$ cat config.mk
export PLATFORM = sky130hd
export DESIGN_NAME = bus_idle_cycle_insertion
export DESIGN_NICKNAME = d
export VERILOG_FILES = /design/src/logic/idle_insert_pkg.sv /design/src/logic/idle_need_calc.sv /design/src/logic/bus_idle_cycle_insertion.sv
export SDC_FILE = /design/constraint.sdc
export NUM_CORES = 1
export LEC_CHECK = 0
export BUFFER_PORTS_ARGS = -buffer_cell sky130_fd_sc_hd__buf_2
export CAP_MARGIN = 40
export CORE_MARGIN = 5
export CORE_UTILIZATION = 52
export DETAILED_ROUTE_END_ITERATION = 16
export HOLD_SLACK_MARGIN = 0.05
export PLACE_DENSITY = 0.9
export SLEW_MARGIN = 5
export SYNTH_ARGS = -nofsm -noshare
export SYNTH_HDL_FRONTEND = slang
export SYNTH_HIERARCHICAL = 1
export SYNTH_SLANG_ARGS = --single-unit
$ cat constraint.sdc
create_clock -name i_mclk -period 4 [get_ports i_mclk]
set_clock_uncertainty 0.05 [all_clocks]
set_input_delay 0.8 -clock i_mclk [delete_from_list [all_inputs] [get_ports i_mclk]]
set_output_delay 0.8 -clock i_mclk [all_outputs]
set_load 0.02 [all_outputs]
$ cat src/logic/idle_insert_pkg.sv
// constants for the bus idle-cycle insertion block
package idle_insert_pkg;
  localparam int num_spaces = 8;
  localparam int space_w = 3;
  localparam int idle_cnt_w = 2;
  // configuration bit positions
  localparam int pair37_bit = 7;
  localparam int pair26_bit = 6;
  // reset values
  localparam logic pair37_idle_reset = 1'b1;
  localparam logic pair26_idle_reset = 1'b1;
  localparam logic [1:0] rw_idle_reset = 2'h3;
  // space numbers of the two pairs
  localparam logic [2:0] space_2 = 3'h2;
  localparam logic [2:0] space_3 = 3'h3;
  localparam logic [2:0] space_6 = 3'h6;
  localparam logic [2:0] space_7 = 3'h7;
  // pair indexes for the read-to-write setting
  localparam int pair_idx_w = 2;
  localparam logic [1:0] pair26_idx = 2'h2;
  localparam logic [1:0] pair37_idx = 2'h3;
endpackage

$ cat src/logic/idle_need_calc.sv
// idle count needed between the previous and next access
`timescale 1ns/1ps
`default_nettype none
module idle_need_calc (
  // previous access
  input wire logic i_prev_valid,
  input wire logic [2:0] i_prev_space,
  input wire logic i_prev_read,
  // next access
  input wire logic [2:0] i_next_space,
  input wire logic i_next_write,
  // settings
  input wire logic i_pair37_idle_enable,
  input wire logic i_pair26_idle_enable,
  input wire logic [1:0] i_rtw_pair37,
  input wire logic [1:0] i_rtw_pair26,
  // result
  output logic [1:0] o_need
);
  wire logic prev_in37;
  wire logic prev_in26;
  wire logic next_in37;
  wire logic next_in26;
  wire logic consec37;
  wire logic consec26;
  wire logic [1:0] consecutive_idle_setting;
  wire logic [1:0] read_to_write_idle_count;
  wire logic rtw_applies;
  // pair membership
  assign prev_in37 = (i_prev_space == idle_insert_pkg::space_3) ||
                     (i_prev_space == idle_insert_pkg::space_7);
  assign prev_in26 = (i_prev_space == idle_insert_pkg::space_2) ||
                     (i_prev_space == idle_insert_pkg::space_6);
  assign next_in37 = (i_next_space == idle_insert_pkg::space_3) ||
                     (i_next_space == idle_insert_pkg::space_7);
  assign next_in26 = (i_next_space == idle_insert_pkg::space_2) ||
                     (i_next_space == idle_insert_pkg::space_6);
  // consecutive pair access, both spaces and both orders
  assign consec37 = i_prev_valid && prev_in37 && next_in37; // [RULE1] [RULE2] [RULE9]
  assign consec26 = i_prev_valid && prev_in26 && next_in26; // [RULE3] [RULE4] [RULE9]
  // 0 gives none, 1 gives exactly one
  assign consecutive_idle_setting = {1'b0, (consec37 && i_pair37_idle_enable) ||
                                    (consec26 && i_pair26_idle_enable)}; // [RULE5]
  // after read: write to same pair, or any access outside the pair
  assign rtw_applies = i_prev_valid && i_prev_read &&
                       (((prev_in37 && next_in37) || (prev_in26 && next_in26)) ?
                        i_next_write : 1'b1); // [RULE8]
  assign read_to_write_idle_count = !rtw_applies ? 2'h0 :
                                    prev_in37 ? i_rtw_pair37 :
                                    prev_in26 ? i_rtw_pair26 : 2'h0; // [RULE8]
  // larger of the two
  assign o_need = (read_to_write_idle_count > consecutive_idle_setting) ?
                  read_to_write_idle_count : consecutive_idle_setting; // [RULE7]
endmodule // idle_need_calc
`default_nettype wire

$ cat src/logic/bus_idle_cycle_insertion.sv
// idle-cycle insertion between external bus accesses on spaces 2/6 and 3/7
// Overview of operation
// RULE1: pair37 bit set: one idle cycle, space-3 select negated, between space-3 accesses.
// RULE2: pair37 bit also idles 3-to-7, 7-to-7 and 7-to-3 accesses.
// RULE3: pair26 bit set: one idle cycle, space-2 select negated, between space-2 accesses.
// RULE4: pair26 bit also idles 2-to-6, 6-to-6 and 6-to-2 accesses.
// RULE5: pair bit 0 inserts no idle cycle, 1 inserts exactly one.
// RULE6: pair37 bit 7 and pair26 bit 6 read/write, both reset to one.
// RULE7: write after read uses larger of read-to-write count and consecutive setting.
// RULE8: two-bit read-to-write field gives zero to three idles after a read.
// RULE9: access leaving the pair does not get that pair's consecutive idle.
`timescale 1ns/1ps
`default_nettype none
module bus_idle_cycle_insertion #(
  parameter int cfg_w = 8
) (
  // clock and reset
  input wire logic i_mclk,
  input wire logic i_rst_n,
  // configuration write
  input wire logic i_cfg_we,
  input wire logic [cfg_w-1:0] i_cfg_wdata,
  input wire logic i_rtw_we,
  input wire logic [idle_insert_pkg::pair_idx_w-1:0] i_rtw_pair,
  input wire logic [1:0] i_rtw_wdata,
  // access request from the processor side
  input wire logic i_req,
  input wire logic [2:0] i_space,
  input wire logic i_write,
  // request accepted
  output logic o_ack,
  // external bus strobes: selects active low, idle marker active high
  output logic [idle_insert_pkg::num_spaces-1:0] o_chip_select_n,
  output logic o_idle,
  // configuration readback
  output logic [cfg_w-1:0] o_cfg_rdata,
  output logic [1:0] o_rtw_pair37,
  output logic [1:0] o_rtw_pair26
);
  typedef enum logic [1:0] {st_ready, st_access, st_idle} state_t;
  state_t state;
  state_t next_state;
  logic pair37_idle_enable;
  logic pair26_idle_enable;
  logic [1:0] rtw37;
  logic [1:0] rtw26;
  logic prev_valid;
  logic [2:0] prev_space;
  logic prev_read;
  logic [1:0] idle_left;
  wire logic [1:0] need;
  wire logic take_now;
  wire logic [1:0] next_idle_left;
  wire logic [idle_insert_pkg::num_spaces-1:0] next_cs_n;
  wire logic [cfg_w-1:0] cfg_view;
  wire logic rtw37_hit;
  wire logic rtw26_hit;
  wire logic idle_start;
  wire logic idle_step;
  wire logic idle_done;
  wire logic enter_access;
  wire logic enter_idle;

  idle_need_calc u_need (
    .i_prev_valid(prev_valid),
    .i_prev_space(prev_space),
    .i_prev_read(prev_read),
    .i_next_space(i_space),
    .i_next_write(i_write),
    .i_pair37_idle_enable(pair37_idle_enable),
    .i_pair26_idle_enable(pair26_idle_enable),
    .i_rtw_pair37(rtw37),
    .i_rtw_pair26(rtw26),
    .o_need(need)
  );

  // request taken at once when no idle owed, otherwise idles first
  assign take_now = i_req && (need == 2'h0);
  assign next_idle_left = (state == st_idle) ? idle_left - 2'h1 : need - 2'h1;

  always_comb begin
    next_state = state;
    case (state)
      st_ready, st_access: begin
        if (i_req) begin
          next_state = take_now ? st_access : st_idle; // [RULE7]
        end else begin
          next_state = st_ready;
        end
      end
      st_idle: begin
        if (idle_left == 2'h0) begin
          next_state = st_ready;
        end
      end
      default: next_state = st_ready;
    endcase
  end

  // select asserted only during the access cycle, negated in idles
  generate
    for (genvar s = 0; s < idle_insert_pkg::num_spaces; s++) begin : g_cs
      assign next_cs_n[s] = !(enter_access && (i_space == 3'(s))); // [RULE1] [RULE3]
    end
  endgenerate

  // readback view of the two pair bits, spare bits zero
  generate
    for (genvar b = 0; b < cfg_w; b++) begin : g_cfg
      if (b == idle_insert_pkg::pair37_bit) begin : g_b37
        assign cfg_view[b] = pair37_idle_enable; // [RULE6]
      end else if (b == idle_insert_pkg::pair26_bit) begin : g_b26
        assign cfg_view[b] = pair26_idle_enable; // [RULE6]
      end else begin : g_spare
        assign cfg_view[b] = 1'b0;
      end
    end
  endgenerate

  // read-to-write count write strobes
  assign rtw37_hit = i_rtw_we && (i_rtw_pair == idle_insert_pkg::pair37_idx);
  assign rtw26_hit = i_rtw_we && (i_rtw_pair == idle_insert_pkg::pair26_idx);
  // sequencer decode
  assign idle_start = i_req && (state != st_idle) && !take_now;
  assign idle_step = (state == st_idle) && (idle_left != 2'h0);
  assign idle_done = (state == st_idle) && (idle_left == 2'h0);
  assign enter_access = (next_state == st_access);
  assign enter_idle = (next_state == st_idle);

  // pair idle enables, both set by reset
  always_ff @(posedge i_mclk) begin
    if (!i_rst_n) begin
      pair37_idle_enable <= idle_insert_pkg::pair37_idle_reset; // [RULE6]
    end else if (i_cfg_we) begin
      pair37_idle_enable <= i_cfg_wdata[idle_insert_pkg::pair37_bit]; // [RULE6]
    end
  end

  always_ff @(posedge i_mclk) begin
    if (!i_rst_n) begin
      pair26_idle_enable <= idle_insert_pkg::pair26_idle_reset; // [RULE6]
    end else if (i_cfg_we) begin
      pair26_idle_enable <= i_cfg_wdata[idle_insert_pkg::pair26_bit]; // [RULE6]
    end
  end

  // read-to-write counts per pair
  always_ff @(posedge i_mclk) begin
    if (!i_rst_n) begin
      rtw37 <= idle_insert_pkg::rw_idle_reset; // [RULE8]
    end else if (rtw37_hit) begin
      rtw37 <= i_rtw_wdata; // [RULE8]
    end
  end

  always_ff @(posedge i_mclk) begin
    if (!i_rst_n) begin
      rtw26 <= idle_insert_pkg::rw_idle_reset; // [RULE8]
    end else if (rtw26_hit) begin
      rtw26 <= i_rtw_wdata; // [RULE8]
    end
  end

  // state register
  always_ff @(posedge i_mclk) begin
    if (!i_rst_n) begin
      state <= st_ready;
    end else begin
      state <= next_state;
    end
  end

  // idle countdown, loaded with need less one
  always_ff @(posedge i_mclk) begin
    if (!i_rst_n) begin
      idle_left <= 2'h0;
    end else if (idle_start || idle_step) begin
      idle_left <= next_idle_left; // [RULE7]
    end
  end

  // history of the last access, dropped after an idle run
  always_ff @(posedge i_mclk) begin
    if (!i_rst_n) begin
      prev_valid <= 1'b0;
    end else if (enter_access) begin
      prev_valid <= 1'b1;
    end else if (idle_done) begin
      prev_valid <= 1'b0;
    end
  end

  always_ff @(posedge i_mclk) begin
    if (!i_rst_n) begin
      prev_space <= 3'h0;
      prev_read <= 1'b0;
    end else if (enter_access) begin
      prev_space <= i_space;
      prev_read <= !i_write;
    end
  end

  // access strobe and selects
  always_ff @(posedge i_mclk) begin
    if (!i_rst_n) begin
      o_ack <= 1'b0;
      o_chip_select_n <= '1;
    end else begin
      o_ack <= enter_access;
      o_chip_select_n <= next_cs_n; // [RULE1] [RULE3]
    end
  end

  // idle marker
  always_ff @(posedge i_mclk) begin
    if (!i_rst_n) begin
      o_idle <= 1'b0;
    end else begin
      o_idle <= enter_idle; // [RULE5]
    end
  end

  // configuration readback
  always_ff @(posedge i_mclk) begin
    if (!i_rst_n) begin
      o_cfg_rdata <= '0;
      o_rtw_pair37 <= idle_insert_pkg::rw_idle_reset;
      o_rtw_pair26 <= idle_insert_pkg::rw_idle_reset;
    end else begin
      o_cfg_rdata <= cfg_view; // [RULE6]
      o_rtw_pair37 <= rtw37;
      o_rtw_pair26 <= rtw26;
    end
  end
endmodule // bus_idle_cycle_insertion
`default_nettype wire

==> impl_metrics.json, run 1 <==
{
  "htreeDepth": 2,
  "crit_path_end_kind": "flop",
  "final.setup.tns_ns": 0,
  "synth_cells": 118,
  "grt_antenna_before_repair": 0,
  "vias_per_cell": 5.17,
  "max_cap_viol_count": 0,
  "leakage_nw": 0.598,
  "grt_pass1_vias": 913,
  "outcome": "completed",
  "syn_avg_cell_area_um2": 10.1,
  "antenna_cells": 0,
  "power_frac_comb_pct": 10.8,
  "ioPinCount": 43,
  "whs_path_depth": 1,
  "hp-class": "reg2reg",
  "cts_tree": "done",
  "worst_pin_slew_ns": 0.844,
  "rr_worst_depth": 8,
  "fp.dieArea_um2": 3350,
  "route.vias.total": 915,
  "clkPwrFrac_pct": 29.3,
  "yosysWarnings": 6,
  "worstPathArrival_ns": 3.22,
  "place.gp.congestion": 0.768,
  "drcViolationCount": 0,
  "p_per_area_nw_per_um2": 385,
  "r2r_slack_ns": 1.12,
  "hold_start": "rtw37[0]",
  "cts_buffers": 5,
  "cts-root-buf": "clkbuf_4",
  "numPlacedInstances": 170,
  "whs_endpoint": "o_rtw_pair37[0]",
  "rows": 17,
  "critPathKind": "in2reg",
  "clock-sinks": 30,
  "power_frac_seq_pct": 59.9,
  "r2r-start": "prev_space[0]",
  "max-vdd-ir-drop_mv": 0.280,
  "clockBufferDepth": 2,
  "final.period_utilization_pct": 76.5,
  "antenna_left": 0,
  "drive_above_1_share_pct": 24.8,
  "port_buffers": 30,
  "drtIter0Drc": 22,
  "crit_required_ns": 4.16,
  "placed_area_um2": 1320,
  "clk_latency_ns": 0.32,
  "grt_overflow": 0,
  "fin_ws_ns": 0.942,
  "postCtsResizedCells": 0,
  "syn_to_final_growth_pct": 14.7,
  "syn_area_um2": 1190,
  "critPathMaxFanout": 12,
  "start_kind": "primary input",
  "fp.dieW_um": 57.9,
  "p_int_uw": 398,
  "design_area_um2": 1370,
  "fmax_mhz": 327,
  "p_switching_uw": 129,
  "relSlewSlack_pct": 43.3,
  "grt_max_degree": 28,
  "period_minus_slack_ns": 3.06,
  "detail_route.wl_per_cell_um": 12.8,
  "cts.clk_slew.worst_paths_ns": 0.08,
  "grt_pass1_wl_mm": 3.79,
  "rsz0062_at_grt": "false",
  "r2r-end": "o_chip_select_n[2]",
  "track_usage_pct": 15.1,
  "dp_slack_ns": 0.680,
  "fin_util_pct": 62.4,
  "core_area_um2": 2190,
  "final_cells": 177,
  "hold_viol": 0,
  "cts_hold_buffers": 0,
  "nNetsFinal": 171,
  "hpwlAfterDp_mm": 1.70,
  "start_util_pct": 54.4,
  "drtPass1Iterations": 4,
  "p_sw_share_pct": 24.4,
  "setup_viol": 0,
  "layout_common_cells": "dfxtp_1, buf_2, nand2_1",
  "report.final.slew_viol_count": 0,
  "cts_setup_buffers": 0,
  "fp.dieH_um": 57.9,
  "postRouteWirelength_mm": 2.26
}
## registers in the layout, indices dropped and copies added (netlist names)
register,cells
o_chip_select_n,8
state,2
o_idle,1
prev_read,1
o_ack,1
rtw26,2
rtw37,2
prev_valid,1
o_rtw_pair26,2
idle_left,2
prev_space,2
pair26_idle_enable,1
o_cfg_rdata,2
pair37_idle_enable,1
o_rtw_pair37,2
## stage by stage
step	hold slack, ns	power [mW]
6_report	0.427	0.526
5_1_grt	0.460	0.554
4_1_cts	0.433	0.533
3_5_place_dp	0.409	0.379
3_3_place_gp	0.409	0.376
2_1_floorplan	0.383	0.365
## worst max path at each step
stage / to / cells past startpoint / startpoint
2_1_floorplan: o_chip_select_n[6] / 9 / i_space[0]
3_3_place_gp: o_chip_select_n[0] / 9 / i_space[0]
3_5_place_dp: o_chip_select_n[4] / 9 / i_space[0]
4_1_cts: o_chip_select_n[4] / 9 / i_space[0]
5_1_grt: prev_space[0] / 9 / i_space[0]
6_report: o_chip_select_n[2] / 9 / i_space[0]
## worst max-delay path: stages
cell       delay [ns]
buf_2            0.16
xnor2_1          0.15
a311o_1          0.39
ha_1             0.32
o2111ai_1        0.23
o32ai_1          0.20
nor4b_4          0.61
and2b_2          0.29
nand2_1          0.06
## area by class of cell
type                       count  area (um^2)
tap                           28         35.0
clock buffer                   7         45.0
multi-input combinational     81          533
fill                         185          823
sequential                    30          601
inverter                       1         3.75
timing repair buffer          30          150
## layer usage
layer  vias up  routed length, um  GRT usage [%]
met5         -                  0              0
met4         0                 48           7.28
met3         5                239           7.57
met2        40               1110           26.9
met1       412                865           14.1
li1        458                  -              -
## power groups by stage
stage / registers (mW) / clock network (mW) / logic (mW)
3_5_place_dp: 0.323 / 0 / 0.0566
3_3_place_gp: 0.322 / 0 / 0.0545
2_1_floorplan: 0.326 / 0 / 0.0394
4_1_cts: 0.316 / 0.161 / 0.0568
5_1_grt: 0.317 / 0.174 / 0.0621
6_report: 0.315 / 0.154 / 0.0568
(Power assumes the default switching activity.)
==> run 2, diff against run 1 <==
Settings changed: CORE_UTILIZATION 52 to 43, PLACE_DENSITY 0.9 to 0.8.
Clock period 4 ns to 2.6 ns, I/O delays scaled along.
==> impl_metrics.json, run 2 (synthesis gave the netlist of run 1 again) <==
{
  "critPathMaxFanout": 4,
  "vias_per_cell": 5.07,
  "crit_required_ns": 2.76,
  "antenna_left": 0,
  "antenna_cells": 0,
  "setup_viol": 0,
  "leakage_nw": 0.657,
  "critPathKind": "reg2reg",
  "final_common_cell": "buf_2",
  "design_area_um2": 1460,
  "placed_area_um2": 1370,
  "grt_max_degree": 28,
  "nNetsFinal": 180,
  "detail_route.wl_per_cell_um": 12.0,
  "report.final.slew_viol_count": 0,
  "cpLargestDelayFamily": "compound AO/OA/AOI/OAI gates",
  "drtPass1Iterations": 4,
  "largest_register_ffs": 8,
  "worstPathArrival_ns": 2.65,
  "multi_input_area_um2": 541,
  "start_util_pct": 44.0,
  "max-vdd-ir-drop_mv": 0.360,
  "final.period_utilization_pct": 95.5,
  "dp_slack_ns": -0.257,
  "clockBufferDepth": 2,
  "port_buffers": 30,
  "drcViolationCount": 0,
  "fillers": 238,
  "fp.dieH_um": 62.7,
  "hold_start": "i_cfg_wdata[6]",
  "clk_latency_ns": 0.32,
  "grt_pass1_vias": 950,
  "cts.clk_slew.worst_paths_ns": 0.08,
  "fmax_mhz": 403,
  "layout_common_cells": "buf_2, dfxtp_1, nand2_1",
  "rows": 19,
  "postRouteWirelength_mm": 2.28,
  "critical_path.cell_chain": "xnor2_1 -> a311o_1 -> ha_1 -> o2111ai_1 -> o32ai_2 -> nor4b_4 -> buf_4 -> mux2i_1 -> nor2b_1",
  "hp-class": "in2reg",
  "rsz0062_at_grt": "true",
  "cts_buffers": 5,
  "cts_hold_buffers": 0,
  "route.vias.total": 963,
  "place.gp.congestion": 0.914,
  "core_area_um2": 2710,
  "fp.dieArea_um2": 3930,
  "hpwlAfterDp_mm": 1.75,
  "r2r_slack_ns": 0.12,
  "drive_above_1_share_pct": 31.4,
  "cp.buffers_inverters": 1,
  "ioPinCount": 43,
  "cts-root-buf": "clkbuf_4",
  "period_minus_slack_ns": 2.48,
  "crit_path_end_kind": "flop",
  "max_cap_viol_count": 0,
  "clock-sinks": 30,
  "fin_ws_ns": 0.116,
  "hold_viol": 0,
  "largest_register": "o_chip_select_n",
  "syn_to_final_growth_pct": 22.7,
  "regArea_um2": 602,
  "r2r-start": "prev_space[0]",
  "grt_antenna_before_repair": 0,
  "start_kind": "flop",
  "grt_overflow": 0,
  "track_usage_pct": 12.0,
  "grt_pass1_wl_mm": 3.80,
  "outcome": "completed",
  "startpoint": "prev_space[0]",
  "crit_slowest_cell": "a311o_1",
  "p_per_area_nw_per_um2": 587,
  "htreeDepth": 2,
  "cts_tree": "done",
  "critPathMaxStageDelay_ns": 0.39,
  "fp.dieW_um": 62.7,
  "drtIter0Drc": 25
}
run 2: cell count changes in the layout (fill, tap and decap cells not counted), sizes merged:
cell	delta
buf	+9
clkinv	+1
run 2: per-stage QoR:
stage          hold slack [ns]  std cells  setup TNS (ns)  util [%]  total power, mW
2_1_floorplan            0.383        123               0         -            0.562
3_3_place_gp             0.411        179           -2.70      50.6            0.588
3_5_place_dp             0.407        179           -3.57      50.6            0.591
4_1_cts                  0.357        189               0      53.6            0.868
5_1_grt                  0.362        190        -0.00918      54.0            0.902
6_report                 0.368        190               0      54.0            0.859
run 2: final cells by class:
type / count / area share, %
well taps: 31 / 2.65
flip-flops and latches: 30 / 41.1
clock inverters: 1 / 0.342
repair buffers: 39 / 14.9
inverters: 1 / 0.257
multi-input cells: 81 / 37.0
clock buffers: 7 / 3.76
run 2: per-layer routing:
layer / wire length (um) / part of all wire, % / global-route usage, %
met1: 923 / 40 / 12.0
met2: 1100 / 48 / 20.3
met3: 197 / 8.6 / 4.86
met4: 63 / 2.8 / 7.96
met5: 0 / 0 / 0
run 2: what timing repair did:
action                                  in CTS  in global routing
buffers inserted                             2                  1
pin swaps                                    1                  0
resized for setup                            1                  1
endpoints found under the setup margin       2                  8
run 2: path summary, 6_finish.rpt:
| check | to | cells after the start |
|---|---|---|
| worst max-delay path | prev_space[0] | 9 |
| worst max register to register | prev_space[0] | 9 |
| worst min-delay path | pair26_idle_enable | 3 |
| worst min register to register | o_rtw_pair26[1] | 1 |
run 2: tightest hold or removal path: stages:
cell and delay (ns):
buf_2 0.08, mux2i_1 0.06, nand2_1 0.06
run 2: where the power goes:
part           internal, mW  leakage (nW)  total, mW  switching [mW]
Combinational        0.0455         0.375      0.101          0.0558
Sequential            0.476         0.246      0.485         0.00901
Clock                 0.131        0.0353      0.273           0.142
Total                 0.652         0.657      0.859           0.207
==> run 3, diff against run 2 <==
Settings changed: CAP_MARGIN 40 to default, CORE_UTILIZATION 43 to 48, PLACE_DENSITY 0.8 to 0.84.
Clock period 2.6 ns to 2.5 ns, I/O delays scaled along.
==> impl_metrics.json, run 3 (synthesis gave the netlist of run 1 again) <==
{
  "port_buffers": 30,
  "period_minus_slack_ns": 2.38,
  "antenna_left": 0,
  "fp.dieW_um": 59.8,
  "grt_antenna_before_repair": 0,
  "p_switching_uw": 222,
  "rsz0062_at_grt": "false",
  "hold_viol": 0,
  "antenna_cells": 0,
  "vias_per_cell": 5.09,
  "detail_route.wl_per_cell_um": 12.2,
  "cts-root-buf": "clkbuf_4",
  "cts_hold_buffers": 0,
  "cts_buffers": 5,
  "cts_tree": "done",
  "grt_pass1_wl_mm": 3.82,
  "relSlewSlack_pct": 66.8,
  "drive_above_1_share_pct": 32.7,
  "final.period_utilization_pct": 95.1,
  "drtPass1Iterations": 4,
  "postRouteWirelength_mm": 2.30,
  "drcViolationCount": 0,
  "fillers": 213,
  "route.vias.total": 962,
  "fp.dieH_um": 59.8,
  "htreeDepth": 2,
  "final_common_cell": "buf_2",
  "hp-class": "in2reg",
  "grt_overflow": 0,
  "power_frac_comb_pct": 11.7,
  "power_frac_seq_pct": 56.2,
  "core_area_um2": 2430,
  "leakage_nw": 0.660,
  "cts.clk_slew.worst_paths_ns": 0.09,
  "crit_path_end_kind": "flop",
  "clk_latency_ns": 0.32,
  "p_per_area_nw_per_um2": 600,
  "numPlacedInstances": 181,
  "worstPathArrival_ns": 2.60,
  "nNetsFinal": 180,
  "grt_pass1_vias": 916,
  "hpwlAfterDp_mm": 1.78,
  "max-vdd-ir-drop_mv": 0.424,
  "drtIter0Drc": 37,
  "crit_required_ns": 2.72,
  "outcome": "completed",
  "report.final.slew_viol_count": 0,
  "largest_register": "o_chip_select_n",
  "clkPwrFrac_pct": 32.1,
  "clock-sinks": 30,
  "rows": 18,
  "holdWs_ns": 0.334,
  "p_int_uw": 676,
  "ioPinCount": 43,
  "start_kind": "flop",
  "layout_common_cells": "buf_2, dfxtp_1, nand2_1",
  "syn_to_final_growth_pct": 25.6,
  "largest_register_ffs": 8,
  "p_sw_share_pct": 24.7,
  "final_cells": 189,
  "track_usage_pct": 14.5,
  "max_cap_viol_count": 0,
  "setup_viol": 0,
  "fp.dieArea_um2": 3580,
  "critPathMaxFanout": 6,
  "place.gp.congestion": 0.918,
  "fmax_mhz": 420,
  "worst_pin_slew_ns": 0.494,
  "critPathKind": "reg2reg",
  "start_util_pct": 49.0,
  "clockBufferDepth": 2,
  "grt_max_degree": 28
}
-- run 3: cell counts in the layout (fill, tap and decap cells not counted) --
No cell type changed its count.
-- run 3: what timing repair did --
action | CTS | global route
gates cloned | 0 | 0
pin swaps | 0 | 3
setup buffers | 0 | 0
resized for setup | 1 | 5
setup endpoints to repair | 3 | 10
-- run 3: per-layer routing --
layer	wire length (um)	global-route usage, %	vias up
li1	-	-	474
met1	941	15.5	445
met2	1130	24.7	40
met3	202	4.32	3
met4	29	8.86	0
met5	0	0	-
-- run 3: metrics by stage --
stage	power [mW]	worst slack (ns)	setup TNS, ns	util (%)	cell area [um^2]
3_3_place_gp	0.614	-0.0886	-0.851	57.8	1410
6_report	0.898	0.122	0	61.6	1500
3_5_place_dp	0.618	-0.159	-1.93	57.8	1410
2_1_floorplan	0.586	0.00771	0	-	1220
4_1_cts	0.906	0.0726	0	60.3	1470
5_1_grt	0.941	0.0209	0	61.6	1500
-- run 3: worst paths after layout --
kind / slack, ns / cells after the start / from / endpoint
hold / removal: 0.33 / 3 / i_cfg_wdata[7] / pair37_idle_enable
setup reg to reg: 0.12 / 9 / prev_space[0] / state[1]
hold reg to reg: 0.43 / 1 / rtw37[0] / o_rtw_pair37[0]
setup / recovery: 0.12 / 9 / prev_space[0] / state[1]
-- run 3: layout make-up --
| type | instances | area (um^2) | area share (%) |
|---|---|---|---|
| Sequential cell | 30 | 604 | 40.4 |
| Multi-Input combinational cell | 81 | 571 | 38.1 |
| Timing Repair Buffer | 39 | 221 | 14.8 |
| Clock buffer | 7 | 55.1 | 3.68 |
| Tap cell | 30 | 37.5 | 2.51 |
| Clock inverter | 1 | 5.00 | 0.334 |
| Inverter | 1 | 3.75 | 0.251 |
-- run 3: power groups by stage --
stage          Sequential [mW]  Clock (mW)  Combinational, mW
2_1_floorplan            0.522           0             0.0641
6_report                 0.505       0.288              0.105
5_1_grt                  0.508       0.318              0.115
4_1_cts                  0.506       0.299              0.102
3_5_place_dp             0.517           0              0.102
3_3_place_gp             0.516           0             0.0982
-- run 3: worst max-delay path: stages, from the launching register on --
cell and delay [ns]:
dfxtp_4 0.38, xnor2_1 0.15, a311o_1 0.41, ha_4 0.30, o2111ai_2 0.16, o32ai_4 0.29
buf_4 0.17, o21ai_1 0.07, o22ai_1 0.20, and2_1 0.15
